<file path="src/design/scci_map.vh">
// constants of the serial configuration command interpreter
// assumes a byte-wide receive stream and byte-wide transmit stream
`ifndef SCCI_MAP_VH
`define SCCI_MAP_VH
`define SCCI_CLK_HZ            25000000
`define SCCI_B_SILENCE_AFTER   8'h05
`define SCCI_B_SILENCE_BEFORE  8'h04
`define SCCI_B_UART_RATE       8'h15
`define SCCI_B_ESCAPE_CHAR     8'h13
`define SCCI_B_EXIT_CMD        8'h09
`define SCCI_B_RETRY           8'h18
`define SCCI_B_STOP_BIT        8'h36
`define SCCI_B_SLEEP_SEL       8'h01
`define SCCI_B_IDLE_SLEEP      8'h02
`define SCCI_B_SER_UPPER       8'h25
`define SCCI_B_SER_LOWER       8'h26
`define SCCI_B_STREAM_LIM      8'h1a
`define SCCI_B_FW_VER          8'h14
`define SCCI_B_SRC_ADDR        8'h2a
`define SCCI_B_AUTO_ADDR       8'h3a
`define SCCI_RST_SILENCE       16'h000a
`define SCCI_RST_RATE          16'h0003
`define SCCI_RST_ESCAPE        16'h002b
`define SCCI_RST_RETRY         16'h0000
`define SCCI_RST_STOP          16'h0000
`define SCCI_RST_SLEEP         16'h0000
`define SCCI_RST_IDLE          16'h0064
`define SCCI_RST_STREAM        16'hffff
`define SCCI_RST_SRC           16'hffff
`define SCCI_MIN_SILENCE       16'h0002
`define SCCI_MIN_IDLE          16'h0010
`define SCCI_MIN_NONSTD        16'h007d
`define SCCI_MAX_STD           16'h0006
`define SCCI_UNIT_MS           100
`define SCCI_OVERSAMPLE        16
`endif

</file>
<file path="src/design/scci_top.v">
// serial configuration command interpreter: text and binary parameter commands
// assumes bytes arrive already deserialised, one per i_RX_VALID pulse
`timescale 1ns/10ps
`include "scci_map.vh"

module scci_top #(
    parameter [15:0] FW_VERSION = 16'h1234, // arbitrary value
    parameter        ENHANCED   = 1'b1
) (
    input  wire        I_SYS_CLK,
    input  wire        I_ARST_N,
    input  wire        i_RX_VALID,
    input  wire [7:0]  i_RX_DATA,
    input  wire        i_BIN_MODE,
    input  wire [31:0] i_SERIAL_NUMBER,
    output reg         o_TX_VALID,
    output reg  [7:0]  o_TX_DATA,
    output reg         o_CMD_ERROR,
    output reg         o_CMD_DONE,
    output reg         o_EXIT_CMD_MODE,
    output reg  [15:0] o_UART_DIVISOR,
    output reg  [15:0] o_SOURCE_ADDRESS,
    output reg  [15:0] o_SILENCE_BEFORE_ESCAPE,
    output reg  [15:0] o_SILENCE_AFTER_ESCAPE,
    output reg  [7:0]  o_ESCAPE_CHARACTER,
    output reg  [7:0]  o_RETRY_COUNT,
    output reg         o_STOP_BIT_SETTING,
    output reg  [3:0]  o_SLEEP_SELECT,
    output reg  [15:0] o_IDLE_BEFORE_SLEEP,
    output reg  [15:0] o_STREAMING_LIMIT,
    output reg  [15:0] o_UART_RATE_SETTING
);

    localparam [4:0] ST_IDLE = 5'h01;
    localparam [4:0] ST_TXT  = 5'h02;
    localparam [4:0] ST_BIN  = 5'h04;
    localparam [4:0] ST_EXEC = 5'h08;
    localparam [4:0] ST_RESP = 5'h10;
    localparam [31:0] BASE_DIV = `SCCI_CLK_HZ / `SCCI_OVERSAMPLE;
    localparam [31:0] DEF_DIV  = BASE_DIV / 32'd9600;

    reg  [4:0]  state;
    reg  [7:0]  code;
    reg  [15:0] value;
    reg  [2:0]  ndig;
    reg         have_val;
    reg         text_mode;
    reg  [1:0]  bcnt;
    reg  [15:0] resp;
    reg  [1:0]  resp_left;
    reg  [1:0]  tch;
    reg  [7:0]  first_ch;
    reg  [15:0] pending_div;
    reg  [4:0]  hex_nib;
    reg  [7:0]  map_code;
    reg  [15:0] cur_val;
    reg  [1:0]  ret_bytes;
    reg         ok;
    reg  [31:0] div_calc;
    reg  [15:0] next_div;
    reg  [15:0] next_stored;

    // hex digit decode, bit 4 flags a non-digit
    always @* begin
        if (i_RX_DATA >= 8'h30 && i_RX_DATA <= 8'h39)
            hex_nib = {1'b0, i_RX_DATA[3:0]};
        else if ((i_RX_DATA >= 8'h41 && i_RX_DATA <= 8'h46) ||
                 (i_RX_DATA >= 8'h61 && i_RX_DATA <= 8'h66))
            hex_nib = {1'b0, i_RX_DATA[3:0] + 4'h9};
        else
            hex_nib = 5'h10;
    end

    // text names mapped onto binary codes, 8'hff unknown
    always @* begin
        case ({first_ch, i_RX_DATA})
            "AT": map_code = `SCCI_B_SILENCE_AFTER;
            "BT": map_code = `SCCI_B_SILENCE_BEFORE;
            "BD": map_code = `SCCI_B_UART_RATE;
            "CC": map_code = `SCCI_B_ESCAPE_CHAR;
            "CN": map_code = `SCCI_B_EXIT_CMD;
            "RR": map_code = `SCCI_B_RETRY;
            "SB": map_code = `SCCI_B_STOP_BIT;
            "SM": map_code = `SCCI_B_SLEEP_SEL;
            "ST": map_code = `SCCI_B_IDLE_SLEEP;
            "SH": map_code = `SCCI_B_SER_UPPER;
            "SL": map_code = `SCCI_B_SER_LOWER;
            "TT": map_code = `SCCI_B_STREAM_LIM;
            "VR": map_code = `SCCI_B_FW_VER;
            "MY": map_code = `SCCI_B_SRC_ADDR;
            "AM": map_code = `SCCI_B_AUTO_ADDR;
            default: map_code = 8'hff;
        endcase
    end

    // divisor and stored value for a rate request
    always @* begin
        div_calc = 32'h0;
        next_div = 16'h0;
        next_stored = value;
        if (value <= `SCCI_MAX_STD) begin
            if (value == 16'h0006)
                div_calc = BASE_DIV / 32'd57600;
            else
                div_calc = BASE_DIV / (32'd1200 << value[2:0]);
            next_div = div_calc[15:0];
            next_stored = value;
        end else begin
            // rounding divide gives the nearest reachable rate
            div_calc = (BASE_DIV + {16'h0, value[15:1]}) / {16'h0, value};
            if (div_calc == 32'h0)
                div_calc = 32'h1;
            next_div = div_calc[15:0];
            div_calc = (BASE_DIV + {16'h0, 1'b0, next_div[15:1]}) / {16'h0, next_div};
            next_stored = div_calc[15:0];
        end
    end

    // current value and length of answer, plus validity
    always @* begin
        cur_val = 16'h0;
        ret_bytes = 2'd2;
        ok = 1'b1;
        case (code)
            `SCCI_B_SILENCE_AFTER: begin
                cur_val = o_SILENCE_AFTER_ESCAPE;
                ok = !have_val || value >= `SCCI_MIN_SILENCE;
            end
            `SCCI_B_SILENCE_BEFORE: begin
                cur_val = o_SILENCE_BEFORE_ESCAPE;
                ok = !have_val || value >= `SCCI_MIN_SILENCE;
            end
            `SCCI_B_UART_RATE: begin
                cur_val = o_UART_RATE_SETTING;
                ok = !have_val || value <= `SCCI_MAX_STD || value >= `SCCI_MIN_NONSTD;
            end
            `SCCI_B_ESCAPE_CHAR: begin
                cur_val = {8'h0, o_ESCAPE_CHARACTER};
                ret_bytes = 2'd1;
                ok = !have_val || (value >= 16'h0020 && value <= 16'h007f);
            end
            `SCCI_B_RETRY: begin
                cur_val = {8'h0, o_RETRY_COUNT};
                ret_bytes = 2'd1;
                ok = !have_val || value <= 16'h00ff;
            end
            `SCCI_B_STOP_BIT: begin
                cur_val = {15'h0, o_STOP_BIT_SETTING};
                ret_bytes = 2'd1;
                ok = !have_val || value <= 16'h0001;
            end
            `SCCI_B_SLEEP_SEL: begin
                cur_val = {12'h0, o_SLEEP_SELECT};
                ret_bytes = 2'd1;
                // value two is not a legal mode
                ok = !have_val || (value <= 16'h0008 && value != 16'h0002);
            end
            `SCCI_B_IDLE_SLEEP: begin
                cur_val = o_IDLE_BEFORE_SLEEP;
                ok = !have_val || value >= `SCCI_MIN_IDLE;
            end
            `SCCI_B_SER_UPPER: cur_val = i_SERIAL_NUMBER[31:16];
            `SCCI_B_SER_LOWER: cur_val = i_SERIAL_NUMBER[15:0];
            `SCCI_B_STREAM_LIM: cur_val = o_STREAMING_LIMIT;
            `SCCI_B_FW_VER: cur_val = FW_VERSION;
            `SCCI_B_SRC_ADDR: begin
                cur_val = o_SOURCE_ADDRESS;
                ok = ENHANCED;
            end
            `SCCI_B_AUTO_ADDR: begin
                ret_bytes = 2'd0;
                ok = ENHANCED;
            end
            `SCCI_B_EXIT_CMD: ret_bytes = 2'd0;
            default: begin
                ok = 1'b0;
                ret_bytes = 2'd0;
            end
        endcase
    end

    always @(posedge I_SYS_CLK or negedge I_ARST_N) begin
        if (!I_ARST_N) begin
            state <= ST_IDLE;
            code <= 8'h00;
            value <= 16'h0000;
            ndig <= 3'd0;
            have_val <= 1'b0;
            text_mode <= 1'b0;
            bcnt <= 2'd0;
            resp <= 16'h0000;
            resp_left <= 2'd0;
            tch <= 2'd0;
            first_ch <= 8'h00;
            pending_div <= 16'h0;
            o_TX_VALID <= 1'b0;
            o_TX_DATA <= 8'h00;
            o_CMD_ERROR <= 1'b0;
            o_CMD_DONE <= 1'b0;
            o_EXIT_CMD_MODE <= 1'b0;
            o_UART_DIVISOR <= 16'h0;
            o_SOURCE_ADDRESS <= `SCCI_RST_SRC;
            o_SILENCE_BEFORE_ESCAPE <= `SCCI_RST_SILENCE;
            o_SILENCE_AFTER_ESCAPE <= `SCCI_RST_SILENCE;
            o_ESCAPE_CHARACTER <= 8'h2b;
            o_RETRY_COUNT <= 8'h00;
            o_STOP_BIT_SETTING <= 1'b0;
            o_SLEEP_SELECT <= 4'h0;
            o_IDLE_BEFORE_SLEEP <= `SCCI_RST_IDLE;
            o_STREAMING_LIMIT <= `SCCI_RST_STREAM;
            o_UART_RATE_SETTING <= `SCCI_RST_RATE;
        end else begin
            o_TX_VALID <= 1'b0;
            o_CMD_ERROR <= 1'b0;
            o_CMD_DONE <= 1'b0;
            o_EXIT_CMD_MODE <= 1'b0;
            // divisor starts from the default rate after reset release
            if (o_UART_DIVISOR == 16'h0)
                o_UART_DIVISOR <= DEF_DIV[15:0];
            case (state)
                ST_IDLE: begin
                    value <= 16'h0;
                    ndig <= 3'd0;
                    have_val <= 1'b0;
                    bcnt <= 2'd0;
                    tch <= 2'd0;
                    if (i_RX_VALID && i_BIN_MODE) begin
                        code <= i_RX_DATA;
                        text_mode <= 1'b0;
                        state <= ST_BIN;
                    end else if (i_RX_VALID) begin
                        first_ch <= i_RX_DATA;
                        text_mode <= 1'b1;
                        tch <= 2'd1;
                        state <= ST_TXT;
                    end
                end
                ST_TXT: if (i_RX_VALID) begin
                    if (tch == 2'd1) begin
                        code <= map_code;
                        tch <= 2'd2;
                    end else if (i_RX_DATA == 8'h0d) begin
                        state <= ST_EXEC;
                    end else if (i_RX_DATA == 8'h20) begin
                        state <= ST_TXT;
                    end else if (hex_nib[4] || ndig == 3'd4) begin
                        code <= 8'hff;
                    end else begin
                        value <= {value[11:0], hex_nib[3:0]};
                        ndig <= ndig + 3'd1;
                        have_val <= 1'b1;
                    end
                end
                ST_BIN: begin
                    if (!i_BIN_MODE) begin
                        state <= ST_EXEC;
                    end else if (i_RX_VALID) begin
                        // low byte first, then high byte
                        if (bcnt == 2'd0)
                            value[7:0] <= i_RX_DATA;
                        else
                            value[15:8] <= i_RX_DATA;
                        bcnt <= bcnt + 2'd1;
                        have_val <= 1'b1;
                        if (bcnt == 2'd1)
                            state <= ST_EXEC;
                    end
                end
                ST_EXEC: begin
                    state <= ST_IDLE;
                    if (!ok) begin
                        o_CMD_ERROR <= 1'b1;
                    end else begin
                        o_CMD_DONE <= 1'b1;
                        if (!have_val && ret_bytes != 2'd0 && text_mode) begin
                            // one-byte values moved up so both lengths shift from the top
                            resp <= (ret_bytes == 2'd1) ? {cur_val[7:0], 8'h00} : cur_val;
                            resp_left <= ret_bytes;
                            state <= ST_RESP;
                        end
                        case (code)
                            `SCCI_B_EXIT_CMD: begin
                                if (pending_div != 16'h0)
                                    o_UART_DIVISOR <= pending_div;
                                o_EXIT_CMD_MODE <= 1'b1;
                            end
                            `SCCI_B_AUTO_ADDR: begin
                                o_SOURCE_ADDRESS <= {i_SERIAL_NUMBER[29:28],
                                                     i_SERIAL_NUMBER[13:0]};
                            end
                            default: ;
                        endcase
                        if (have_val) begin
                            case (code)
                                `SCCI_B_SILENCE_AFTER: o_SILENCE_AFTER_ESCAPE <= value;
                                `SCCI_B_SILENCE_BEFORE: o_SILENCE_BEFORE_ESCAPE <= value;
                                `SCCI_B_UART_RATE: begin
                                    // divisor held in pending_div until exit; rate setting stored now
                                    pending_div <= next_div;
                                    o_UART_RATE_SETTING <= next_stored;
                                end
                                `SCCI_B_ESCAPE_CHAR: o_ESCAPE_CHARACTER <= value[7:0];
                                `SCCI_B_RETRY: o_RETRY_COUNT <= value[7:0];
                                `SCCI_B_STOP_BIT: o_STOP_BIT_SETTING <= value[0];
                                `SCCI_B_SLEEP_SEL: o_SLEEP_SELECT <= value[3:0];
                                `SCCI_B_IDLE_SLEEP: o_IDLE_BEFORE_SLEEP <= value;
                                `SCCI_B_STREAM_LIM: o_STREAMING_LIMIT <= value;
                                `SCCI_B_SRC_ADDR: o_SOURCE_ADDRESS <= value;
                                default: ;
                            endcase
                        end
                    end
                end
                ST_RESP: begin
                    // one hex nibble per cycle, most significant first
                    o_TX_VALID <= 1'b1;
                    if (resp_left == 2'd0) begin
                        o_TX_DATA <= 8'h0d;
                        state <= ST_IDLE;
                    end else begin
                        o_TX_DATA <= (resp[15:12] < 4'ha) ? {4'h3, resp[15:12]}
                                                          : {4'h4, resp[15:12] - 4'h9};
                        resp <= {resp[11:0], 4'h0};
                        ndig <= ndig + 3'd1;
                        // two nibbles make one byte of the answer
                        if (ndig[0])
                            resp_left <= resp_left - 2'd1;
                    end
                end
                default: state <= ST_IDLE;
            endcase
        end
    end

endmodule // scci_top

</file>
<file path="config.mk">
export PLATFORM = sky130hd
export DESIGN_NAME = scci_top
export DESIGN_NICKNAME = d
export VERILOG_FILES = /design/src/design/scci_top.v
export VERILOG_INCLUDE_DIRS = /design/src /design/src/design
export SDC_FILE = /design/constraint.sdc
export NUM_CORES = 2
export LEC_CHECK = 0
export ABC_AREA = 1
export BUFFER_PORTS_ARGS = -buffer_cell sky130_fd_sc_hd__buf_2
export CAP_MARGIN = 40
export CORE_MARGIN = 3
export CORE_UTILIZATION = 30
export DETAILED_ROUTE_END_ITERATION = 6
export GPL_ROUTABILITY_DRIVEN = 0
export REMOVE_ABC_BUFFERS = 1
export SLEW_MARGIN = 20
export SYNTH_ARGS = -nofsm -noshare
export SYNTH_HDL_FRONTEND = slang
export SYNTH_SLANG_ARGS = --single-unit
</file>
<file path="constraint.sdc">
create_clock -name I_SYS_CLK -period 209.8 [get_ports I_SYS_CLK]
set_input_delay 31.47 -clock I_SYS_CLK [delete_from_list [all_inputs] [get_ports I_SYS_CLK]]
set_output_delay 31.47 -clock I_SYS_CLK [all_outputs]
set_load 0.01 [all_outputs]
</file>
After elaboration in Yosys (flattened, before gate mapping) --
Cells that the tools add are included.
Operators by class: eq/ne operators 66, bitwise logic cells 1, multipliers 0, $lt $le $gt $ge 16, mux-type cells 93, reduce and logical (&&, ||, !) cells 57, shifts and indexed selects 1, divide/modulo/power cells 3, $add $sub $neg 7
Operators by type and width (number):
- two-way mux 16 bit | 24
- == test 16 x 15 -> 1 bit, second input constant | 15
- one-hot mux 16 bit (13 select lines) | 1
- one-hot mux 8 bit (15 select lines) | 1
- two-way mux 5 bit | 14
- divider 32 x 16 -> 32 bit | 2
- two-way mux 8 bit | 8
- == test 8 x 6 -> 1 bit, second input constant | 6
- one-hot mux 16 bit (3 select lines) | 1
- adder 21 x 15 -> 22 bit, first input constant | 2
- == test 8 x 5 -> 1 bit, second input constant | 5
- AND reduction 4 bit | 10
- divider 21 x 32 -> 32 bit, first input constant | 1
- zero test 32 bit | 1
- inequality test 2 bit, second input constant | 16
- one-hot mux 16 bit (2 select lines) | 1
- << shifter 11 x 3 -> 32 bit, first input constant | 1
- one-hot mux 5 bit (5 select lines) | 1
- inequality test 3 bit, second input constant | 7
- two-way mux 1 bit | 18
- two-way mux 3 bit | 6
- AND reduction 9 bit | 2
- == test 16 x 3 -> 1 bit, second input constant | 1
- == test 8 x 3 -> 1 bit, second input constant | 2
- 56 further kinds | 98
Storage, ports and cells: latch bits 0, bits in read-only memories 0, RAM bits 0, flip-flop bits (word level) 225, memories kept 0, bits of input ports 44

Longest topological paths before layout --
depth after elaboration 12, gate-level depth with buffers 1263, mapped depth without buffers 1174

Worst setup path before layout --
No wires, ideal clock.
kind register to register, from register value[1], to register o_UART_RATE_SETTING[0], data required time 209.721 ns, cell stages (with the launch flop) 1233, arrival 173.986 ns, setup slack 35.735 ns, cells stage by stage dfrtp_1 > clkbuf_1 > inv_1 > clkbuf_1 > ha_1 > inv_1 > nor2_1 > nand4_1 > inv_1 > ha_1 > nor2_1 > nor2_1 > nand3_2 > nor2_4 > nand2_1 > nand2_1 > inv_1 > ha_1 > [1197 not listed] > nand2_2 > o21ai_2 > ha_1 > a21boi_0 > o21a_1 > o21ai_0 > nand2_1 > a21oi_1 > o21bai_1 > a21o_1 > a21oi_1 > o21ai_0 > a211oi_1 > nand3_1 > nor2_1 > nand2_1 > o21ai_1 > nand2_1
On the way: longest elaborated chain between the ends 8, elaborated cells on any way between the ends 30, those cells by class 2 x add/sub; 2 x div; 9 x order compare; 1 x eq/ne; 4 x mux; 12 x reduce/logical
RTL lines:
- start, declared | RTL line scci_top.v:44 | reg [15:0] value;
- start signal, assigned | RTL line scci_top.v:249 | value <= {value[11:0], hex_nib[3:0]};
- start signal, assigned | RTL line scci_top.v:260 | value[7:0] <= i_RX_DATA;
- adder 21 x 15 -> 22 bit | RTL line scci_top.v:110 | div_calc = (BASE_DIV + {16'h0, value[15:1]}) / {16'h0, value};
- divider 32 x 16 -> 32 bit | RTL line scci_top.v:110
- zero test 32 bit | RTL line scci_top.v:111 | if (div_calc == 32'h0)
- two-way mux 16 bit | RTL line scci_top.v:111
- two-way mux 16 bit | RTL line scci_top.v:101 | if (value <= `SCCI_MAX_STD) begin
- adder 21 x 15 -> 22 bit | RTL line scci_top.v:114 | div_calc = (BASE_DIV + {16'h0, 1'b0, next_div[15:1]}) / {16'h0, next_div};
- divider 32 x 16 -> 32 bit | RTL line scci_top.v:114
- two-way mux 16 bit | RTL line scci_top.v:101
- end signal, assigned | RTL line scci_top.v:211 | o_UART_RATE_SETTING <= `SCCI_RST_RATE;
- end signal, assigned | RTL line scci_top.v:300 | o_UART_RATE_SETTING <= next_stored;
- end, declared | RTL line scci_top.v:31 | output reg [15:0] o_UART_RATE_SETTING
Parallel ways exist; a longest one is shown, timed or not. The select of a mux whose other input is x is not followed. A chain may end at the register's enable or synchronous reset.

==> results.cfg <==
[status]
status = finished clean

[die]
start_util_pct = 30.19
num_rows = 180
num_io_pins = 189
core-area_sq_mm = 0.2408
die_area_sq_mm = 0.2482
die_y_um = 498.2
die_width_um = 498.2

[placed_design]
dp_hpwl_um = 200000
port_buffers = 187

[route]
drt_drc_violations_left = 0
wl_per_cell_um = 16.79
ant_nets = 0
avgViaCountPerCell = 5.068
dr.pass1.iters = 5
vias = 74890
drtIter0Drc = 5147
drt_wl_total_um = 248100

[synth]
ys_seq_area_share_pct = 7.757
synth_area_leaders = ha_1, nand2_1, inv_1, o21ai_0, xor2_1
syn_area_per_cell_sq_um = 6.335
async_reset_ff_share_pct = 100.0
synth_top_cell_area_share_pct = 18.06
synth.distinct_cells = 111
syn_area_sq_mm = 0.07268
synth_flop_cell = dfrtp_1
syn_inst = 11470
yosysWarningCount = 0
synth-edff-count = 0
yosysTopAreaCell = ha_1
ys_seq_elements = 223

[clocking]
clockBufferDepth = 3
cts_tree = built
cts_root_buf = clkbuf_16
clkTransAtPathRegs_ps = 70
clkSinkCount = 223
htreeDepth = 1
ctsResizeCount = 0
clk_latency_ps = 610
hold_buffers = 0
cts_buffers = 28
cts_post_setup_buffers_inserted = 0

[setup_path]
cp.arrival_ps = 184920
cpMaxStageDelayCell = o21ai_0
cpMostUsedCell = nand2_1
slowest_delay_ps = 650
crit_buf_inv = 151
worstPathMaxFanout = 55
required_ps = 210320
start_kind = flop
crit_family = compound AO/OA/AOI/OAI gates
cp-end-kind = flop
critical_path_class = reg2reg

[timing]
finalCritPeriodShare_pct = 87.90
finalClockSkew_ps = 50.61
drv_slew = 0
holdWs_ps = 486.5
max_slew_margin_pct = 31.31
rsz0062_at_grt = no
post-route-min-period_ps = 184410
tightest_slew_ps = 1030
finalSetupTns_ps = 0
finalHoldViolCount = 0
finalSetupViolations = 0
clock.fmax_mhz = 5.423

[grt]
grt_usage_pct = 19.14
antenna_found_initial = 13
grt_first_pass_wirelength_um = 388600
grt_max_degree = 93
gr-total-overflow = 0
grt_pass1_vias = 69820

[finish]
fillers = 26420
area_growth_pct = 7.366
drive_above_1_share_pct = 11.72
nNetsFinal = 12650
fin_util_pct = 32.41
regArea_sq_mm = 0.005638
multi_input_area_sq_mm = 0.05934

[flow_run]
drv_cap = 0

[hold_path]
holdCritPathClass = reg2reg
## path summary, 6_finish.rpt
kind                                      start                                  to  slack [ps]  cells past startpoint
min in group asynchronous              I_ARST_N   o_ESCAPE_CHARACTER[7]$_DFFE_PN0P_       30860                      1
hold reg to reg            resp[10]$_DFFE_PN0P_                resp[10]$_DFFE_PN0P_         490                      2
hold / removal             resp[10]$_DFFE_PN0P_                resp[10]$_DFFE_PN0P_         490                      2
setup / recovery           value[0]$_DFFE_PN0P_  o_UART_RATE_SETTING[0]$_DFFE_PN1P_       25390                    811
setup reg to reg           value[0]$_DFFE_PN0P_  o_UART_RATE_SETTING[0]$_DFFE_PN1P_       25390                   1138
max in group asynchronous              I_ARST_N   o_STREAMING_LIMIT[10]$_DFFE_PN1P_      177670                      3
## cell type report
class                           count  area share (%)
Multi-Input combinational cell   9421           76.04
Inverter                         1587           7.953
Clock inverter                      9          0.1363
Antenna cell                       11         0.03528
Sequential cell                   223           7.225
Timing Repair Buffer              298           2.488
Tap cell                         3185           5.107
Clock buffer                       42           1.017
## cells in the final DEF, fill, tap and decap left out, types with 171 or more instances in the layout
| master | n |
|---|---|
| ha_1 | 1049 |
| nand4_1 | 171 |
| nand3_1 | 563 |
| dfrtp_1 | 177 |
| xnor2_1 | 283 |
| inv_1 | 1405 |
| o21ai_0 | 1023 |
| nand2_2 | 204 |
| nor2_1 | 759 |
| buf_2 | 191 |
| a21oi_1 | 781 |
| xor2_1 | 521 |
| nand2_1 | 2551 |
## per-layer routing
layer / wire (um) / GRT usage, %
met5: 11 / 0
met4: 10020 / 6.906
met3: 13560 / 1.814
met2: 112600 / 32.24
met1: 111900 / 25.26
## worst min-delay path, cell delays in order (launching register included)
cell and delay [ps]:
dfrtp_1 350, nand2_1 50, o31ai_1 50
## cells in the mapped netlist, types with 66 or more instances
master    count
nand2_1    2551
inv_1      1416
ha_1       1049
o21ai_0    1025
a21oi_1     781
nor2_1      763
nand3_1     563
xor2_1      521
xnor2_1     283
nand2_2     204
dfrtp_1     177
clkbuf_1    173
nand4_1     171
nor3_1      128
nand3_2     124
or2_2       105
o21bai_1    100
a21o_1       98
nand2_4      89
inv_2        84
nor2_2       66
## stage by stage
stage	area, sq um	cells	worst slack [ps]
detailed placement	77050	14710	25300
floorplan	71120	11230	43310
CTS	77950	14760	24940
global placement	76760	14690	29120
global route	78020	14770	2478
finish	78030	14780	25390
## flip-flops by register name, indices dropped and copies added, names as in the netlist, 16 cells and up
| name | flops |
|---|---|
| o_IDLE_BEFORE_SLEEP | 16 |
| o_SILENCE_AFTER_ESCAPE | 16 |
| o_SILENCE_BEFORE_ESCAPE | 16 |
| o_SOURCE_ADDRESS | 16 |
| o_STREAMING_LIMIT | 16 |
| o_UART_DIVISOR | 16 |
| o_UART_RATE_SETTING | 16 |
| pending_div | 16 |
| resp | 16 |
| value | 16 |
## logic make-up after synthesis
group / after synthesis / synth area share, %
AOI/OAI and AO/OA: 2539 / 20.29
xor gates and xnor gates: 804 / 9.689
other: 2 / 0.01033
and+or+nand+nor: 5003 / 33.33
buffers and inverters: 1849 / 10.79
DFF: 223 / 7.757
muxes: 3 / 0.04476
adders and majority gates: 1050 / 18.09
Power is not shown: default switching activity piles up to over one toggle a cycle in this logic, so the estimate is an artifact.
